## src/include/iad_pkg.sv

```systemverilog
package iad_pkg;

    // ********************************
    // sizes
    // ********************************
    localparam int unsigned LINES = 48;
    localparam int unsigned SRC_PER_LINE = 8;
    localparam int unsigned USB_EPS = 5;
    localparam int unsigned PRIO_BITS = 4;
    localparam int unsigned ADDR_W = 12;
    localparam logic [5:0] BYTE_WIDTH = 6'h08;

    // ********************************
    // register offsets
    // ********************************
    localparam logic [11:0] OFS_CONVERT = 12'h000;
    localparam logic [11:0] OFS_DMA_SEL = 12'h004;
    localparam logic [11:0] OFS_CTRL = 12'h008;
    localparam logic [11:0] OFS_STATUS = 12'h00C;
    localparam logic [11:0] OFS_MASK = 12'h010;
    localparam logic [11:0] OFS_NMI_MON = 12'h014;
    localparam logic [11:0] OFS_PRIO_BASE = 12'h020;
    localparam logic [11:0] OFS_PRIO_LAST = 12'h034;
    localparam logic [11:0] OFS_MON_BASE = 12'h100;
    localparam logic [11:0] OFS_MON_LAST = 12'h1BC;

    // ********************************
    // fields and reset values
    // ********************************
    localparam int unsigned CONV_LSB = 24;
    localparam int unsigned CONV_MSB = 28;
    localparam int unsigned CTRL_RELOC_BIT = 0;
    localparam int unsigned CTRL_NMI_EN_BIT = 1;
    localparam int unsigned EV_NMI_BIT = 0;
    localparam int unsigned EV_DMA_BIT = 1;
    localparam int unsigned EV_CONV_BIT = 2;
    localparam int unsigned EV_BITS = 3;
    localparam logic [4:0] CONV_RESET = 5'h00;
    localparam logic [4:0] DMA_SEL_RESET = 5'h00;
    localparam logic [1:0] CTRL_RESET = 2'h0;
    localparam logic [2:0] EV_RESET = 3'h0;
    localparam logic [3:0] PRIO_RESET = 4'h0;

    // group that carries the channel-1 endpoint requests
    localparam int unsigned USB1_GROUP = 36;
    localparam logic [7:0] USB1_USED = 8'h1F;
    localparam logic [7:0] ALL_USED = 8'hFF;
    // lines whose groups trade places in relocate mode
    localparam int unsigned RELOC_LO = 34;
    localparam int unsigned RELOC_HI = 37;

    typedef struct packed {
        logic we;
        logic re;
        logic [11:0] addr;
        logic [31:0] wdata;
    } iad_bus_req_t;

    typedef struct packed {
        logic valid;
        logic [2:0] endpoint;
        logic last_datum;
        logic dir_in;
        logic auto_mode;
        logic [5:0] prog_width;
    } iad_dma_wr_t;

endpackage : iad_pkg

```

## src/logic/iad_top.sv

```systemverilog
// Contract
// RULE1 - enable bits 28..24 make the last datum to endpoint 5..1 of channel 1 a byte write.
// RULE2 - only the final datum of the final packet is narrowed to 8 bits, others keep width.
// RULE3 - narrowing acts only for IN transfers in automatic data count mode.
// RULE4 - software sets an enable bit only for odd-length transfers.
// RULE5 - reserved bits 31:29 and 23:0 of the conversion register read zero.
// RULE6 - peripheral requests are levels that stay until the peripheral flag clears.
// RULE7 - requests sharing a vector are ORed into 48 core interrupt lines.
// RULE8 - the core non-maskable input is the OR of the pin request and the watchdog.
// RULE9 - after reset the shared pin is a port and its non-maskable request is masked.
// RULE10 - a monitor register shows each contributing request of a line as its own bit.
// RULE11 - reading a monitor register clears no request.
// RULE12 - a selector routes each selectable request to the core or to the DMA.
// RULE13 - a channel-1 request routed to the DMA reads as zero in its monitor.
// RULE14 - software clears the peripheral request before clearing the core pending state.
// RULE15 - each line carries a 4-bit priority, sixteen levels.
// RULE16 - relocate mode 1 uses the alternate vector assignment, 0 the default one.
// RULE17 - monitors show the live request level and unused bits read zero.
module iad_top
    import iad_pkg::*;
(
    input wire logic clk_sys_i,
    input wire logic reset_n_i,
    input wire iad_bus_req_t bus_req_i,
    output logic [31:0] bus_rdata_o,
    input wire logic [47:0][7:0] src_req_i,
    input wire logic wdg_req_i,
    input wire logic nonmaskable_request_pin_n_i,
    input wire iad_dma_wr_t dma_wr_i,
    output logic [47:0] core_irq_o,
    output logic [47:0][3:0] core_prio_o,
    output logic core_nmi_o,
    output logic [4:0] dma_req_o,
    output logic [5:0] dma_width_o,
    output logic irq_o
);

    // ********************************
    // registers and state
    // ********************************
    logic [4:0] usb1_odd_packet_byte_convert_r;
    logic [4:0] dma_request_select_r;
    logic [1:0] ctrl_r;
    logic [2:0] ev_status_r;
    logic [2:0] ev_mask_r;
    logic [47:0][3:0] prio_r;
    logic pin_meta_r;
    logic pin_sync_r;
    logic [4:0] dma_req_r;
    logic [5:0] dma_width_r;
    logic core_nmi_r;
    logic [47:0] core_irq_r;
    logic [31:0] rdata_r;
    logic irq_r;

    logic [47:0][7:0] grp_gated;
    logic [47:0][7:0] line_src;
    logic [47:0] line_or;
    logic nmi_nxt;
    logic conv_hit;
    logic [5:0] width_nxt;
    logic [2:0] ev_set;
    logic [31:0] rdata_nxt;
    logic wr_convert;
    logic wr_dma_sel;
    logic wr_ctrl;
    logic wr_status;
    logic wr_mask;

    assign wr_convert = bus_req_i.we && (bus_req_i.addr == OFS_CONVERT);
    assign wr_dma_sel = bus_req_i.we && (bus_req_i.addr == OFS_DMA_SEL);
    assign wr_ctrl = bus_req_i.we && (bus_req_i.addr == OFS_CTRL);
    assign wr_status = bus_req_i.we && (bus_req_i.addr == OFS_STATUS);
    assign wr_mask = bus_req_i.we && (bus_req_i.addr == OFS_MASK);

    // ********************************
    // software registers
    // ********************************
    // reserved bits are simply never stored
    always_ff @(posedge clk_sys_i or negedge reset_n_i)
    begin
        if (!reset_n_i)
        begin
            usb1_odd_packet_byte_convert_r <= CONV_RESET;
            dma_request_select_r <= DMA_SEL_RESET;
            ctrl_r <= CTRL_RESET;
            ev_mask_r <= EV_RESET;
        end
        else
        begin
            if (wr_convert)
                usb1_odd_packet_byte_convert_r <= bus_req_i.wdata[CONV_MSB:CONV_LSB]; // [RULE5]
            if (wr_dma_sel)
                dma_request_select_r <= bus_req_i.wdata[4:0];
            if (wr_ctrl)
                ctrl_r <= bus_req_i.wdata[1:0]; // [RULE9] [RULE16]
            if (wr_mask)
                ev_mask_r <= bus_req_i.wdata[EV_BITS-1:0];
        end
    end

    // priority words, eight lines of four bits per word
    always_ff @(posedge clk_sys_i or negedge reset_n_i)
    begin
        if (!reset_n_i)
        begin
            for (int i = 0; i < 48; i++)
                prio_r[i] <= PRIO_RESET;
        end
        else if (bus_req_i.we && bus_req_i.addr >= OFS_PRIO_BASE
                 && bus_req_i.addr <= OFS_PRIO_LAST && bus_req_i.addr[1:0] == 2'h0)
        begin
            for (int j = 0; j < 8; j++)
                prio_r[8 * ((bus_req_i.addr - OFS_PRIO_BASE) >> 2) + j]
                    <= bus_req_i.wdata[4*j +: 4]; // [RULE15]
        end
    end

    // ********************************
    // aggregation and routing
    // ********************************
    // requests are taken as live levels, nothing is latched here
    always_comb
    begin
        grp_gated = src_req_i; // [RULE6]
        for (int k = 0; k < 48; k++)
            grp_gated[k] = grp_gated[k] & ((k == USB1_GROUP) ? USB1_USED : ALL_USED); // [RULE17]
        // a request lent to the DMA leaves the core path and the monitor
        grp_gated[USB1_GROUP][4:0] = src_req_i[USB1_GROUP][4:0]
                                     & ~dma_request_select_r; // [RULE12] [RULE13]
        for (int k = 0; k < 48; k++)
        begin
            if (ctrl_r[CTRL_RELOC_BIT] && k >= RELOC_LO && k <= RELOC_HI)
                line_src[k] = grp_gated[k ^ 1]; // [RULE16]
            else
                line_src[k] = grp_gated[k];
            line_or[k] = |line_src[k]; // [RULE7]
        end
    end

    // pin passes two flops; port mode masks it until enabled
    always_ff @(posedge clk_sys_i or negedge reset_n_i)
    begin
        if (!reset_n_i)
        begin
            pin_meta_r <= 1'b0;
            pin_sync_r <= 1'b0;
        end
        else
        begin
            pin_meta_r <= ~nonmaskable_request_pin_n_i;
            pin_sync_r <= pin_meta_r;
        end
    end

    assign nmi_nxt = wdg_req_i | (pin_sync_r & ctrl_r[CTRL_NMI_EN_BIT]); // [RULE8] [RULE9]

    // core and DMA request outputs, one register stage
    always_ff @(posedge clk_sys_i or negedge reset_n_i)
    begin
        if (!reset_n_i)
        begin
            core_irq_r <= '0;
            core_nmi_r <= 1'b0;
            dma_req_r <= '0;
        end
        else
        begin
            core_irq_r <= line_or;
            core_nmi_r <= nmi_nxt;
            dma_req_r <= src_req_i[USB1_GROUP][4:0] & dma_request_select_r; // [RULE12]
        end
    end

    // ********************************
    // odd packet byte narrowing
    // ********************************
    // software keeps the bit clear for even lengths, no length check here [RULE4]
    always_comb
    begin
        conv_hit = 1'b0;
        if (dma_wr_i.valid && dma_wr_i.dir_in && dma_wr_i.auto_mode // [RULE3]
            && dma_wr_i.last_datum && dma_wr_i.endpoint >= 3'h1 && dma_wr_i.endpoint <= 3'h5)
            conv_hit = usb1_odd_packet_byte_convert_r[dma_wr_i.endpoint - 3'h1]; // [RULE1]
        width_nxt = conv_hit ? BYTE_WIDTH : dma_wr_i.prog_width; // [RULE2]
    end

    always_ff @(posedge clk_sys_i or negedge reset_n_i)
    begin
        if (!reset_n_i)
            dma_width_r <= '0;
        else
            dma_width_r <= width_nxt;
    end

    // ********************************
    // event status and interrupt
    // ********************************
    assign ev_set[EV_NMI_BIT] = nmi_nxt & ~core_nmi_r;
    assign ev_set[EV_DMA_BIT] = |((src_req_i[USB1_GROUP][4:0] & dma_request_select_r) & ~dma_req_r);
    assign ev_set[EV_CONV_BIT] = conv_hit;

    // a set in the clearing cycle survives the clear
    always_ff @(posedge clk_sys_i or negedge reset_n_i)
    begin
        if (!reset_n_i)
            ev_status_r <= EV_RESET;
        else if (wr_status)
            ev_status_r <= (ev_status_r & ~bus_req_i.wdata[EV_BITS-1:0]) | ev_set;
        else
            ev_status_r <= ev_status_r | ev_set;
    end

    always_ff @(posedge clk_sys_i or negedge reset_n_i)
    begin
        if (!reset_n_i)
            irq_r <= 1'b0;
        else
            irq_r <= |((ev_status_r | ev_set) & ev_mask_r);
    end

    // ********************************
    // read path
    // ********************************
    // reads have no side effect on any request
    always_comb
    begin
        rdata_nxt = '0;
        if (bus_req_i.re)
        begin
            if (bus_req_i.addr == OFS_CONVERT)
                rdata_nxt[CONV_MSB:CONV_LSB] = usb1_odd_packet_byte_convert_r; // [RULE5]
            else if (bus_req_i.addr == OFS_DMA_SEL)
                rdata_nxt[4:0] = dma_request_select_r;
            else if (bus_req_i.addr == OFS_CTRL)
                rdata_nxt[1:0] = ctrl_r;
            else if (bus_req_i.addr == OFS_STATUS)
                rdata_nxt[EV_BITS-1:0] = ev_status_r;
            else if (bus_req_i.addr == OFS_MASK)
                rdata_nxt[EV_BITS-1:0] = ev_mask_r;
            else if (bus_req_i.addr == OFS_NMI_MON)
                rdata_nxt[2:0] = {wdg_req_i, pin_sync_r, nmi_nxt};
            else if (bus_req_i.addr >= OFS_PRIO_BASE && bus_req_i.addr <= OFS_PRIO_LAST
                     && bus_req_i.addr[1:0] == 2'h0)
                rdata_nxt = prio_r[8 * ((bus_req_i.addr - OFS_PRIO_BASE) >> 2) +: 8];
            else if (bus_req_i.addr >= OFS_MON_BASE && bus_req_i.addr <= OFS_MON_LAST
                     && bus_req_i.addr[1:0] == 2'h0)
                rdata_nxt[7:0] = line_src[(bus_req_i.addr - OFS_MON_BASE) >> 2]; // [RULE10] [RULE11]
        end
    end

    always_ff @(posedge clk_sys_i or negedge reset_n_i)
    begin
        if (!reset_n_i)
            rdata_r <= '0;
        else
            rdata_r <= rdata_nxt;
    end

    assign bus_rdata_o = rdata_r;
    assign core_irq_o = core_irq_r;
    assign core_prio_o = prio_r;
    assign core_nmi_o = core_nmi_r;
    assign dma_req_o = dma_req_r;
    assign dma_width_o = dma_width_r;
    assign irq_o = irq_r;

    logic [7:0] mon0_exp;
    assign mon0_exp = src_req_i[0];
endmodule : iad_top

```

## config.mk

```make
export PLATFORM = sky130hd
export DESIGN_NAME = iad_top
export DESIGN_NICKNAME = d
export VERILOG_FILES = /design/src/include/iad_pkg.sv /design/src/logic/iad_top.sv
export SDC_FILE = /design/constraint.sdc
export NUM_CORES = 1
export LEC_CHECK = 0
export BUFFER_PORTS_ARGS = -buffer_cell sky130_fd_sc_hd__buf_2
export CORE_AREA = 4 4 284 286
export CTS_BUF_LIST = sky130_fd_sc_hd__clkbuf_2 sky130_fd_sc_hd__clkbuf_4 sky130_fd_sc_hd__clkbuf_8
export CTS_CLUSTER_SIZE = 40
export DETAILED_ROUTE_END_ITERATION = 6
export DIE_AREA = 0 0 288 290
export SLEW_MARGIN = 0
export SYNTH_ARGS = -nofsm -noshare
export SYNTH_HDL_FRONTEND = slang
export SYNTH_SLANG_ARGS = --single-unit
```

## constraint.sdc

```tcl
create_clock -name clk_sys_i -period 3.9 [get_ports clk_sys_i]
set_input_delay 0.975 -clock clk_sys_i [delete_from_list [all_inputs] [get_ports clk_sys_i]]
set_output_delay 0.975 -clock clk_sys_i [all_outputs]
set_load 0.02 [all_outputs]
```

After elaboration in Yosys (flattened, before gate mapping)
Cells that the tools add are included.
{"block": "totals", "regBits": 305, "input_bits": 447, "output_inout_bits": 285, "wordCells": 255}
{"block": "classes", "n_addsub": 10, "magnitude_cmp": 24, "eq_ne": 5, "n_shift": 4, "muxes": 59, "bitwise": 15, "n_reduce_logical": 77}
{"cell": "$bwmux W192", "n": 8}
{"cell": "$reduce_or A8 Y1", "n": 48}
{"cell": "$ge A32 B1 Y1 const B", "n": 8}
{"cell": "$lt A32 B7 Y1 const B", "n": 8}
{"cell": "$shiftx A48 B33 Y8", "n": 4}
{"cell": "$demux W4 S6", "n": 7}
{"cell": "$add A32 B3 Y32 const B", "n": 4}
{"cell": "$mux W8", "n": 14}
{"cell": "$mux W29", "n": 3}
{"cell": "$add A32 B2 Y32 const B", "n": 2}
{"cell": "$bmux W8 S6", "n": 1}
{"cell": "$mux W24", "n": 2}
{"cell": "$add A32 B1 Y32 const B", "n": 1}
{"cell": "$mux W32", "n": 1}
{"cell": "$mux W4", "n": 8}
{"cell": "$mux W30", "n": 1}
{"cell": "$mux W27", "n": 1}
{"cell": "$logic_and A1 B1 Y1", "n": 25}
{"cell": "$eq A12 B4 Y1 const B", "n": 2}
{"cell": "$eq A12 B5 Y1 const B", "n": 2}
{"cell": "$and A5 B5 Y5", "n": 3}
{"cell": "$mux W3", "n": 5}
{"cell": "$sub A12 B6 Y13 const B", "n": 1}
{"cell": "$demux W4 S3", "n": 1}
{"cell": "27 further kinds", "n": 34}

Depth between registers and ports, before layout
Gate-level depths: netlist (run 1).
{"block": "logic_depth", "depth_word": 21, "mapped_depth": 12, "depth_no_buf": 8}

Least setup slack after synthesis (run 1)
OpenSTA, ideal clock, no wires.
{"block": "synth_path", "kind": "in2reg", "start": "input bus_req_i[37] in the netlist's numbering", "end": "register prio_r, in the netlist core_prio_o[34]", "setup_time_ns": 0.125, "t_arrival_ns": 3.558, "required_ns": 3.775, "setup_slack_ns": 0.217, "stages": 11, "n_path_buf": 3, "path_cell_list": "clkbuf_1 -> buf_1 -> inv_1 -> ha_1 -> nand2b_1 -> o2111ai_2 -> a21oi_4 -> o2111ai_4 -> nor3b_2 -> buf_4 -> mux2_2"}
{"block": "synth_between", "elab_chain_len": 13, "elab_cells_between_ends": 61, "classes_between": "add/sub (8); order compare (18); mux (24); reduce/logical (11)"}
{"element": "from (decl)", "line_no": "iad_top.sv:24", "rtl": "input wire iad_bus_req_t bus_req_i,"}
{"element": "$sub A12 B6 Y13", "line_no": "iad_top.sv:114", "rtl": "prio_r[8 * ((bus_req_i.addr - OFS_PRIO_BASE) >> 2) + j]"}
{"element": "$add A32 B1 Y32 (tied with other cells)", "line_no": "iad_top.sv:114"}
{"element": "$ge A32 B1 Y1 (implied by the code) (tied with other cells)", "line_no": "iad_top.sv:114"}
{"element": "$logic_and A1 B1 Y1 (implied by the code) or $mux W4 (tied branches)", "line_no": "iad_top.sv:114"}
{"element": "$mux W4 (implied by the code) or $demux W4 S3 (tied branches)", "line_no": "iad_top.sv:114"}
{"element": "$demux W4 S6 or $bwmux W192 (tied branches)", "line_no": "iad_top.sv:114"}
{"element": "$bwmux W192 (7 in a row)", "line_no": "iad_top.sv:114"}
{"element": "to (signal, indexed assignment)", "line_no": "iad_top.sv:108", "rtl": "prio_r[i] <= PRIO_RESET;"}
{"element": "to (decl)", "line_no": "iad_top.sv:46", "rtl": "logic [47:0][3:0] prio_r;"}
Parallel ways exist; a longest one is shown, timed or not.
A chain may end at the register's enable or synchronous reset.

Worst setup path after layout (run 1)
{"block": "layout_path", "start": "input bus_req_i[34] in the netlist's numbering", "end": "register rdata_r[0], in the netlist bus_rdata_o[0]"}
{"block": "layout_between", "elab_chain_len": 19, "elab_cells_between_ends": 35, "classes_between": "add/sub (2); order compare (4); eq/ne (5); shift (1); mux (18); reduce/logical (5)"}
{"element": "$sub A12 B9 Y12 (tied with other cells)", "line_no": "iad_top.sv:248", "rtl": "rdata_nxt[7:0] = line_src[(bus_req_i.addr - OFS_MON_BASE) >> 2];"}
{"element": "$bmux W8 S6 or $logic_and A1 B1 Y1 (tied branches)", "line_no": "iad_top.sv:248, iad_top.sv:246"}
{"element": "$mux W8 (implied by the code) or $logic_and A1 B1 Y1 (tied branches)", "line_no": "iad_top.sv:248, iad_top.sv:247"}
{"element": "$mux W8", "line_no": "iad_top.sv:246", "rtl": "else if (bus_req_i.addr >= OFS_MON_BASE && bus_req_i.addr <= OFS_MON_LAST"}
{"element": "$mux W8", "line_no": "iad_top.sv:243", "rtl": "else if (bus_req_i.addr >= OFS_PRIO_BASE && bus_req_i.addr <= OFS_PRIO_LAST"}
{"element": "$mux W8", "line_no": "iad_top.sv:241", "rtl": "else if (bus_req_i.addr == OFS_NMI_MON)"}
{"element": "$mux W8", "line_no": "iad_top.sv:239", "rtl": "else if (bus_req_i.addr == OFS_MASK)"}
{"element": "$mux W8", "line_no": "iad_top.sv:237", "rtl": "else if (bus_req_i.addr == OFS_STATUS)"}
{"element": "[4 not listed]"}
{"element": "$mux W3", "line_no": "iad_top.sv:241"}
{"element": "$mux W3", "line_no": "iad_top.sv:239"}
{"element": "$mux W3", "line_no": "iad_top.sv:237"}
{"element": "$mux W2", "line_no": "iad_top.sv:235", "rtl": "else if (bus_req_i.addr == OFS_CTRL)"}
{"element": "$mux W5", "line_no": "iad_top.sv:233", "rtl": "else if (bus_req_i.addr == OFS_DMA_SEL)"}
{"element": "$mux W24 (*)", "line_no": "iad_top.sv:231", "rtl": "if (bus_req_i.addr == OFS_CONVERT)"}
{"element": "$mux W32 (*)", "line_no": "iad_top.sv:229", "rtl": "if (bus_req_i.re)"}
{"element": "named net rdata_nxt[0]", "line_no": "iad_top.sv:63", "rtl": "logic [31:0] rdata_nxt;"}
{"element": "to (signal assigned)", "line_no": "iad_top.sv:257", "rtl": "rdata_r <= rdata_nxt;"}
{"element": "to (decl)", "line_no": "iad_top.sv:53", "rtl": "logic [31:0] rdata_r;"}
Mark *: on every way through the listed nets, which the timed path passes. The rest lies on a longest branch. The select of a mux whose other input is x is not followed.

==> results of run 1 <==
[metrics by stage]
stage	cell area, µm²	total power, mW	utilization	worst slack (ns)
2_1_floorplan	16900	3.68	-	0.217
3_3_place_gp	22000	4.31	0.281	0.344
3_5_place_dp	22000	4.31	0.281	0.317
4_1_cts	23300	7.91	0.298	1.06
5_1_grt	23300	8.14	0.298	0.940
6_report	23400	7.79	0.298	0.953
[synth_stat cells, types with 3 or more instances]
| library cell | instances |
|---|---|
| inv_1 | 12 |
| mux2_2 | 178 |
| and4_1 | 4 |
| nand3_1 | 23 |
| clkbuf_1 | 19 |
| nand2b_1 | 7 |
| and3_1 | 3 |
| mux2i_1 | 63 |
| buf_4 | 24 |
| nor4_1 | 93 |
| a211oi_1 | 3 |
| nand4_1 | 7 |
| o22ai_1 | 6 |
| nor2_1 | 58 |
| dfrtp_1 | 305 |
| a32oi_1 | 3 |
| o21ai_0 | 22 |
| and2_1 | 6 |
| ha_1 | 4 |
| buf_2 | 33 |
| mux4_2 | 121 |
| nand2_1 | 117 |
| a221o_1 | 3 |
| buf_6 | 6 |
| a22oi_1 | 11 |
| nor3_2 | 3 |
| or4_1 | 3 |
| mux2_4 | 30 |
| a31oi_1 | 14 |
| nor3_1 | 8 |
| o211ai_1 | 6 |
| mux2_1 | 7 |
| buf_1 | 4 |
| nor2b_1 | 21 |
| a21oi_1 | 42 |
[per-layer routing]
metal  global-route usage  share of wire
met1                0.245           0.40
met2                0.313           0.47
met3               0.0630          0.099
met4               0.0610          0.033
met5                    0         0.0011
[critical path, delay by kind of cell]
kind | cells | cell delay (ns)
multiplexers | 2 | 0.93
buffers and inverters | 3 | 0.75
AND/OR/NAND/NOR | 2 | 0.54
AO/OA/AOI/OAI | 2 | 0.23
[kinds of logic (layout without fill, tap and decap cells)]
family | Yosys count | count (layout) | share of synthesized area
buffers and inverters | 99 | 904 | 0.0325
adder cells (fa/ha/maj) | 4 | 4 | 0.00296
AO/OA/AOI/OAI | 126 | 126 | 0.0487
other | 0 | 10 | 0
XOR/XNOR | 4 | 4 | 0.00297
flip-flops | 305 | 305 | 0.452
AND/OR/NAND/NOR | 365 | 365 | 0.112
multiplexers | 399 | 399 | 0.349
[where the power goes]
part | leakage (nW) | internal (mW) | switching (mW) | total, mW
combinational | 6.65 | 0.461 | 0.615 | 1.08
clock | 0.692 | 2.04 | 1.49 | 3.53
sequential | 3.98 | 3.18 | 0.00734 | 3.18
total | 11.3 | 5.68 | 2.12 | 7.79
[worst min-delay path by stage]
stage	from	to	cells after the start
after floorplan	pin_meta_r$_DFF_PN0_	pin_sync_r$_DFF_PN0_	0
after global placement	pin_meta_r$_DFF_PN0_	pin_sync_r$_DFF_PN0_	0
after detailed placement	pin_meta_r$_DFF_PN0_	pin_sync_r$_DFF_PN0_	0
after CTS	reset_n_i	core_prio_o[106]$_DFFE_PN0P_	1
after global routing	reset_n_i	core_prio_o[78]$_DFFE_PN0P_	1
final	reset_n_i	core_prio_o[106]$_DFFE_PN0P_	1
[cell usage in the layout, fill, tap and decap left out, drive strengths merged, types with 9 or more instances in the layout]
| master | synthesis | final |
|---|---|---|
| a21oi | 43 | 43 |
| a22oi | 11 | 11 |
| a31oi | 14 | 14 |
| buf | 67 | 787 |
| clkbuf | 19 | 90 |
| clkinv | 1 | 9 |
| dfrtp | 305 | 305 |
| diode | 0 | 10 |
| inv | 12 | 15 |
| mux2 | 215 | 215 |
| mux2i | 63 | 63 |
| mux4 | 121 | 121 |
| nand2 | 117 | 117 |
| nand3 | 23 | 23 |
| nor2 | 58 | 58 |
| nor2b | 21 | 21 |
| nor3 | 13 | 13 |
| nor4 | 94 | 94 |
| o21ai | 22 | 22 |
[final cells by class]
type	count	area (µm²)
diodes	10	25.0
clock buffers	90	1130
clock inverters	14	166
fillers	8264	55000
inverters	13	51.3
multi-input cells	898	8730
flip-flops and latches	305	7630
well taps	1050	1310
repair buffers	787	4310
[sequential cells by signal, indices dropped and copies added (netlist names), 2 cells and up]
signal / count
dma_req_o: 5
dma_request_select_r: 5
ev_status_r: 3
usb1_odd_packet_byte_convert_r: 5
ev_mask_r: 3
ctrl_r: 2
core_prio_o: 192
dma_width_o: 6
bus_rdata_o: 32
core_irq_o: 48
==> impl_metrics.env, run 1 <==
export IMPL_synth_main_ff_cell="dfrtp_1"
export IMPL_worstSetupEndpoint="bus_rdata_o[0]$_DFF_PN0_"
export IMPL_route_detailed_drc=0
export IMPL_dr_pass1_iters=5
export IMPL_crit_path_start_kind="primary input"
export IMPL_rsz0062_at_grt="no"
export IMPL_hpwl_mm=66.0
export IMPL_io_pin_count=732
export IMPL_hp_class="in -> async"
export IMPL_netlist_instances=1302
export IMPL_r2r_setup_slack_ns=1.53
export IMPL_tns_ns=0
export IMPL_cp_end_kind="register"
export IMPL_grt_max_degree=79
export IMPL_syn_area_mm2=0.0169
export IMPL_dr_total_vias=15400
export IMPL_io_buffers=728
export IMPL_dp_cells=3053
export IMPL_finalWirelength_mm=83.8
export IMPL_tritoncts="done"
export IMPL_crit_slowest_cell="mux4_2"
export IMPL_gp_congestion=0.972
export IMPL_path_clk_slew_ns=0.06
export IMPL_area_growth_pct=38.4
export IMPL_cts_setup_buffers=0
export IMPL_dieArea_mm2=0.0835
export IMPL_clock_skew_ns=0.0427
export IMPL_slew_headroom=0.297
export IMPL_grt_antenna_before_repair=24
export IMPL_ys_seq_area_frac=0.452
export IMPL_avgSynthCellArea_um2=13.0
export IMPL_period_minus_slack_ns=2.95
export IMPL_ys_ff_latch=305
export IMPL_criticalPathCategory="in -> reg"
export IMPL_yosysWarnings=0
export IMPL_fmax_mhz=339
export IMPL_fin_nets=2515
export IMPL_grt_util_all_layers=0.193
export IMPL_ctsRootBufferMaster="clkbuf_8"
export IMPL_drv_cap=0
export IMPL_status="complete, no violations"
export IMPL_timing_rr_start="ctrl_r[0]$_DFFE_PN0P_"
export IMPL_cts_hold_buf=0
export IMPL_fp_row_count=103
export IMPL_crit_start="bus_req_i[34]"
export IMPL_finalHoldViolCount=0
export IMPL_slowest_delay_ns=0.56
export IMPL_routedWlPerCell_um=26.5
export IMPL_r2r_end="bus_rdata_o[5]$_DFF_PN0_"
export IMPL_fp_dieH_um=290
export IMPL_slew_violations=0
export IMPL_synthTopCellsByArea="dfrtp_1, mux4_2, mux2_2"
export IMPL_grt_pass1_vias=16100
export IMPL_synth_edf_count=0
export IMPL_ant_nets=0
export IMPL_clk_path_buf_depth=3
export IMPL_syn_num_nets=1753
export IMPL_ctsResizeCount=0
export IMPL_cp_required_ns=4.40
export IMPL_initial_core_util=0.215
export IMPL_clk_latency_ns=0.66
export IMPL_r2r_worst_path_cells=7
export IMPL_cts_buffers_inserted=59
export IMPL_die_w_um=288
export IMPL_instances_no_fill=3167
export IMPL_ir_drop_v=0.000251
export IMPL_cp_cell_sequence="buf_8 -> buf_4 -> mux4_2 -> mux2i_1 -> nor3_1 -> nor4b_1 -> buf_4 -> a311o_1 -> a21oi_1"
export IMPL_yosys_area_top_type="dfrtp_1"
export IMPL_cpMostUsedCell="buf_4"
export IMPL_async_flop_share=1.00
export IMPL_grt_pass1_wl_mm=117
export IMPL_fin_crit_sh=0.756
export IMPL_drt_iter0_drc=1094
export IMPL_htree_num_levels=2
export IMPL_synth_top_area_frac=0.452
export IMPL_whs_ns=0.233
export IMPL_crit_path_max_fanout=23
export IMPL_core_mm2=0.0784
export IMPL_clock_sinks=305
export IMPL_power_density_mw_per_mm2=334
export IMPL_cp_arrival_ns=3.45
export IMPL_finalSetupViolCount=0
export IMPL_tightestPinTransition_ns=1.05
export IMPL_p_leak_nw=11.3
export IMPL_drive_gt1_frac=0.588
export IMPL_synthDistinctLibCells=61
export IMPL_grt_overflow=0
export IMPL_post_drt_via_cell_ratio=4.85
Power figures use the tool's default switching activity.
==> inputs of run 2 (changes only) <==
==> constraint.sdc (replaced) <==
create_clock -name clk_sys_i -period 2.8 [get_ports clk_sys_i]
set_input_delay 0.7 -clock clk_sys_i [delete_from_list [all_inputs] [get_ports clk_sys_i]]
set_output_delay 0.7 -clock clk_sys_i [all_outputs]
set_load 0.02 [all_outputs]
==> run 2 against run 1 <==
Sequential power up 39%. Combinational power increased by 51%. Flip-flop and latch count did not move. Cell count grew 3.6%. Largest power group unchanged. Highest routed layer unchanged.
==> impl_metrics.env, run 2 (same netlist as run 1, synthesis figures left out) <==
export IMPL_area_growth_pct=44.2
export IMPL_tritoncts="done"
export IMPL_ant_nets=0
export IMPL_tightestPinTransition_ns=0.900
export IMPL_dr_total_vias=15800
export IMPL_finalSetupViolCount=0
export IMPL_grt_max_degree=62
export IMPL_gp_congestion=0.957
export IMPL_n_fill_cell=8155
export IMPL_initial_core_util=0.215
export IMPL_io_buffers=728
export IMPL_final_cell_mix="buf_2, dfrtp_1, mux2_2"
export IMPL_slew_violations=0
export IMPL_clk_latency_ns=0.68
export IMPL_hpwl_mm=68.0
export IMPL_p_leak_nw=11.9
export IMPL_routedWlPerCell_um=25.7
export IMPL_grt_pass1_wl_mm=118
export IMPL_placed_area_mm2=0.0230
export IMPL_cts_buffers_inserted=58
export IMPL_cp_arrival_ns=2.99
export IMPL_grt_overflow=0
export IMPL_slew_headroom=0.395
export IMPL_core_mm2=0.0784
export IMPL_dr_pass1_iters=5
export IMPL_fp_row_count=103
export IMPL_io_pin_count=732
export IMPL_period_minus_slack_ns=2.49
export IMPL_fin_area_mm2=0.0243
export IMPL_hp_class="in -> reg"
export IMPL_clk_path_buf_depth=3
export IMPL_path_clk_slew_ns=0.06
export IMPL_power_density_mw_per_mm2=455
export IMPL_p_total_mw=11.1
export IMPL_dieArea_mm2=0.0835
export IMPL_drive_gt1_frac=0.609
export IMPL_crit_path_max_fanout=20
export IMPL_route_detailed_drc=0
export IMPL_finalWirelength_mm=84.4
export IMPL_fin_nets=2617
export IMPL_post_drt_via_cell_ratio=4.80
export IMPL_drt_iter0_drc=1102
export IMPL_drv_cap=0
export IMPL_htree_num_levels=2
export IMPL_status="complete, no violations"
export IMPL_rsz0062_at_grt="no"
export IMPL_criticalPathCategory="in -> reg"
export IMPL_cp_required_ns=3.30
export IMPL_ir_drop_v=0.000411
export IMPL_grt_pass1_vias=16700
export IMPL_fmax_mhz=402
export IMPL_die_w_um=288
export IMPL_grt_util_all_layers=0.194
export IMPL_clock_skew_ns=0.0625
export IMPL_grt_antenna_before_repair=26
export IMPL_finalHoldViolCount=0
export IMPL_cp_end_kind="register"
export IMPL_crit_path_start_kind="primary input"
export IMPL_fin_crit_sh=0.889
export IMPL_largest_reg_flops=192
export IMPL_ctsRootBufferMaster="clkbuf_8"
export IMPL_final_common_cell="buf_2"
export IMPL_clock_sinks=305
export IMPL_fp_dieH_um=290
-- run 2: cell types whose count changed in the layout (fill, tap and decap cells not counted), sizes merged, moves of 3 or more --
| cell | change |
|---|---|
| diode | +6 |
| clkinvlp | +3 |
| buf | +102 |
| clkinv | +4 |
-- run 2: through the flow --
step | TNS, ns | cells | hold WS [ns] | setup slack, ns | util
3_5_place_dp | -50.06 | 3155 | 0.341 | -0.369 | 0.293
3_3_place_gp | -43.04 | 3155 | 0.345 | -0.380 | 0.293
2_1_floorplan | 0 | 1302 | 0.331 | 0.0105 | -
5_1_grt | 0 | 3276 | 0.118 | 0.243 | 0.310
6_report | 0 | 3281 | 0.164 | 0.312 | 0.311
4_1_cts | 0 | 3265 | 0.0898 | 0.347 | 0.310
-- run 2: worst paths after layout --
kind                       depth (start not counted)  slack (ns)                           end                   startpoint
max in group asynchronous                          3        1.34   core_prio_o[84]$_DFFE_PN0P_                    reset_n_i
min in group asynchronous                          2        0.55      core_irq_o[12]$_DFF_PN0_                    reset_n_i
max reg2reg                                        8        0.49      bus_rdata_o[0]$_DFF_PN0_  core_prio_o[96]$_DFFE_PN0P_
max                                               11        0.31  core_prio_o[157]$_DFFE_PN0P_                bus_req_i[38]
min                                                2        0.16          pin_meta_r$_DFF_PN0_  nonmaskable_request_pin_n_i
min reg2reg                                        0        0.36          pin_sync_r$_DFF_PN0_         pin_meta_r$_DFF_PN0_
-- run 2: worst max-delay path: stages --
cell and delay (ns):
buf_2 0.13, clkinv_2 0.06, ha_1 0.18, nor4b_4 0.25, o2111ai_4 0.17, a21oi_4 0.17
o2111ai_4 0.25, buf_4 0.23, nor3_4 0.22, buf_12 0.23, mux2_2 0.35
-- run 2: layout make-up --
cell class / instances / area (µm²) / area share
clock inverters: 19 / 176 / 0.00725
clock buffers: 90 / 1150 / 0.0473
well taps: 1050 / 1310 / 0.0540
inverters: 13 / 53.8 / 0.00221
multi-input cells: 898 / 8770 / 0.360
diodes: 16 / 40.0 / 0.00165
flip-flops and latches: 305 / 7630 / 0.314
repair buffers: 890 / 5200 / 0.214
-- run 2: what timing repair did --
item / 4_1_cts / 5_1_grt
hold buffers: 1 / 0
endpoints found under the hold margin: 45 / 0
setup endpoints to repair: 0 / 0
buffers inserted: 0 / 0
resized for setup: 0 / 0
-- run 2: report_power, final --
part,internal [mW],switching (mW)
combinational,0.730,0.901
clock,2.83,2.17
sequential,4.42,0.0107
-- run 2: routing by layer --
| metal | vias to the layer above | routed length [µm] | global-route usage |
|---|---|---|---|
| met2 | 839 | 38400 | 0.305 |
| met3 | 161 | 8250 | 0.0614 |
| met5 | - | 62 | 0 |
| li1 | 6792 | - | - |
| met4 | 10 | 3020 | 0.0721 |
| met1 | 7961 | 34700 | 0.251 |
==> inputs of run 3 (changes only) <==
--- a/config.mk
+++ b/config.mk
@@ -11,6 +11,7 @@
 export CTS_CLUSTER_SIZE = 40
 export DETAILED_ROUTE_END_ITERATION = 6
 export DIE_AREA = 0 0 288 290
+export REMOVE_ABC_BUFFERS = 1
 export SLEW_MARGIN = 0
 export SYNTH_ARGS = -nofsm -noshare
 export SYNTH_HDL_FRONTEND = slang
==> constraint.sdc (replaced) <==
create_clock -name clk_sys_i -period 2.6 [get_ports clk_sys_i]
set_input_delay 0.65 -clock clk_sys_i [delete_from_list [all_inputs] [get_ports clk_sys_i]]
set_output_delay 0.65 -clock clk_sys_i [all_outputs]
set_load 0.02 [all_outputs]
==> run 3 against run 2 <==
Clock-buffer cell count rose by 1. Non-clock buffer count fell by 7. Cell count shrank 0.27%. Register-to-register slack improved by 0.05 ns. Worst setup slack worse by 0.17 ns. Total power rose by 7.3%. Worst hold slack got worse by 0.020 ns. Combinational power increased by 7%. Clock power is 7.0% higher. First-iteration DRC count fell by 25%. Critical endpoint is now core_prio_o[64]$_DFFE_PN0P_.
==> impl_metrics.env, run 3 (same netlist as run 1, synthesis figures left out) <==
export IMPL_crit_path_max_fanout=30
export IMPL_criticalPathCategory="in -> reg"
export IMPL_finalSetupViolCount=0
export IMPL_switchingPower_mw=3.22
export IMPL_dr_pass1_iters=5
export IMPL_gp_congestion=0.986
export IMPL_slew_violations=0
export IMPL_grt_antenna_before_repair=28
export IMPL_grt_overflow=0
export IMPL_area_growth_pct=43.9
export IMPL_fp_dieH_um=290
export IMPL_fin_crit_sh=0.945
export IMPL_tns_ns=0
export IMPL_slew_headroom=0.556
export IMPL_clk_latency_ns=0.64
export IMPL_initial_core_util=0.215
export IMPL_hp_start="nonmaskable_request_pin_n_i"
export IMPL_finalWirelength_mm=90.4
export IMPL_final_cell_mix="buf_2, dfrtp_1, mux2_2"
export IMPL_cpMostUsedCell="buf_12"
export IMPL_whs_ns=0.144
export IMPL_core_mm2=0.0784
export IMPL_ctsRootBufferMaster="clkbuf_8"
export IMPL_drive_gt1_frac=0.608
export IMPL_io_buffers=728
export IMPL_r2r_setup_slack_ns=0.54
export IMPL_clkPwrFrac=0.451
export IMPL_clk_path_buf_depth=3
export IMPL_ctsResizeCount=0
export IMPL_status="complete, no violations"
export IMPL_min_to="pin_meta_r$_DFF_PN0_"
export IMPL_dr_total_vias=15700
export IMPL_path_clk_slew_ns=0.06
export IMPL_r2r_end="bus_rdata_o[0]$_DFF_PN0_"
export IMPL_cp_cell_sequence="buf_2 -> clkinv_1 -> ha_1 -> nor4b_2 -> o2111ai_2 -> a21oi_4 -> o2111ai_4 -> buf_12 -> nor4_4 -> buf_12 -> mux2_2"
export IMPL_finalHoldViolCount=0
export IMPL_switching_share=0.271
export IMPL_fp_row_count=103
export IMPL_whs_path_depth=2
export IMPL_seqPwrFrac=0.402
export IMPL_grt_max_degree=63
export IMPL_period_minus_slack_ns=2.46
export IMPL_drt_iter0_drc=829
export IMPL_hpwl_mm=75.4
export IMPL_fmax_mhz=407
export IMPL_placed_area_mm2=0.0229
export IMPL_largest_reg_flops=192
export IMPL_combPwrFrac=0.147
export IMPL_grt_pass1_vias=16500
export IMPL_tightestPinTransition_ns=0.650
export IMPL_htree_num_levels=2
export IMPL_cp_end_kind="register"
export IMPL_fin_area_mm2=0.0243
export IMPL_post_drt_via_cell_ratio=4.79
export IMPL_routedWlPerCell_um=27.6
export IMPL_crit_slowest_cell="mux2_2"
export IMPL_dieArea_mm2=0.0835
export IMPL_fin_util=0.310
export IMPL_ir_drop_v=0.000487
export IMPL_die_w_um=288
export IMPL_drv_cap=0
export IMPL_cp_required_ns=3.10
export IMPL_fin_nets=2609
export IMPL_cts_buffers_inserted=57
export IMPL_route_detailed_drc=0
export IMPL_final_common_cell="buf_2"
export IMPL_crit_path_start_kind="primary input"
export IMPL_cts_setup_buffers=0
export IMPL_hp_class="in -> reg"
export IMPL_tritoncts="done"
export IMPL_io_pin_count=732
export IMPL_r2r_worst_path_cells=7
export IMPL_slowest_delay_ns=0.37
export IMPL_cp_arrival_ns=2.96
export IMPL_grt_util_all_layers=0.208
export IMPL_p_total_mw=11.9
export IMPL_p_leak_nw=11.9
export IMPL_grt_pass1_wl_mm=125
export IMPL_rsz0062_at_grt="no"
export IMPL_ant_nets=0
export IMPL_clock_sinks=305
export IMPL_power_density_mw_per_mm2=488
export IMPL_crit_start="bus_req_i[38]"
export IMPL_timing_rr_start="ctrl_r[0]$_DFFE_PN0P_"
export IMPL_clock_skew_ns=0.0265
export IMPL_p_int_mw=8.65
## run 3: changes by cell type in the layout (fill, tap and decap cells not counted), moves of 3 or more
cell	previous run	this run
clkinv_2	13	9
clkbuf_4	14	17
nor4_1	93	88
nor4_2	0	5
buf_4	136	127
## run 3: critical path, delay by kind of cell
family | cells | cell delay (ns)
AO/OA/AOI/OAI | 3 | 0.53
adder cells (fa/ha/maj) | 1 | 0.17
buffers and inverters | 4 | 0.62
multiplexers | 1 | 0.37
AND/OR/NAND/NOR | 2 | 0.52
## run 3: routing by layer
metal  track usage  wire length [µm]  vias up  part of all wire
li1              -                 -     6780                 -
met1         0.272             38000     8027              0.42
met2         0.336             42200      705              0.47
met3        0.0637              7700      133             0.085
met4        0.0533              2360       18             0.026
met5             0                92        -            0.0010
## run 3: final cells by class
cell class	instances	area [µm²]
Inverter	13	51.3
Antenna cell	16	40.0
Timing Repair Buffer	883	5170
Tap cell	1050	1310
Multi-Input combinational cell	898	8760
Fill cell	8222	54100
Clock buffer	91	1150
Sequential cell	305	7630
Clock inverter	16	179
## run 3: worst max-delay path by stage
stage	slack, ns	endpoint
6_report	0.14	core_prio_o[64]$_DFFE_PN0P_
3_5_place_dp	-0.49	bus_rdata_o[0]$_DFF_PN0_
2_1_floorplan	-1.37	core_prio_o[0]$_DFFE_PN0P_
3_3_place_gp	-0.56	bus_rdata_o[0]$_DFF_PN0_
5_1_grt	0.09	bus_rdata_o[0]$_DFF_PN0_
4_1_cts	0.21	bus_rdata_o[0]$_DFF_PN0_
## run 3: through the flow
step | worst slack (ns) | instances
after CTS | 0.211 | 3256
after global placement | -0.562 | 3148
after global routing | 0.0887 | 3266
final | 0.144 | 3272
after floorplan | -1.37 | 1216
after detailed placement | -0.493 | 3148
## run 3: timing repair
item / 4_1_cts / 5_1_grt
endpoints found under the setup margin: 0 / 0
hold buffers: 1 / 0
hold endpoints to repair: 50 / 0
## run 3: power by group through the flow
| stage | sequential (mW) | combinational, mW | clock, mW |
|---|---|---|---|
| floorplan | 4.87 | 0.502 | 0 |
| global placement | 4.86 | 1.75 | 0 |
| detailed placement | 4.86 | 1.74 | 0 |
| CTS | 4.77 | 1.75 | 5.53 |
| global route | 4.77 | 1.85 | 5.75 |
| finish | 4.78 | 1.74 | 5.35 |
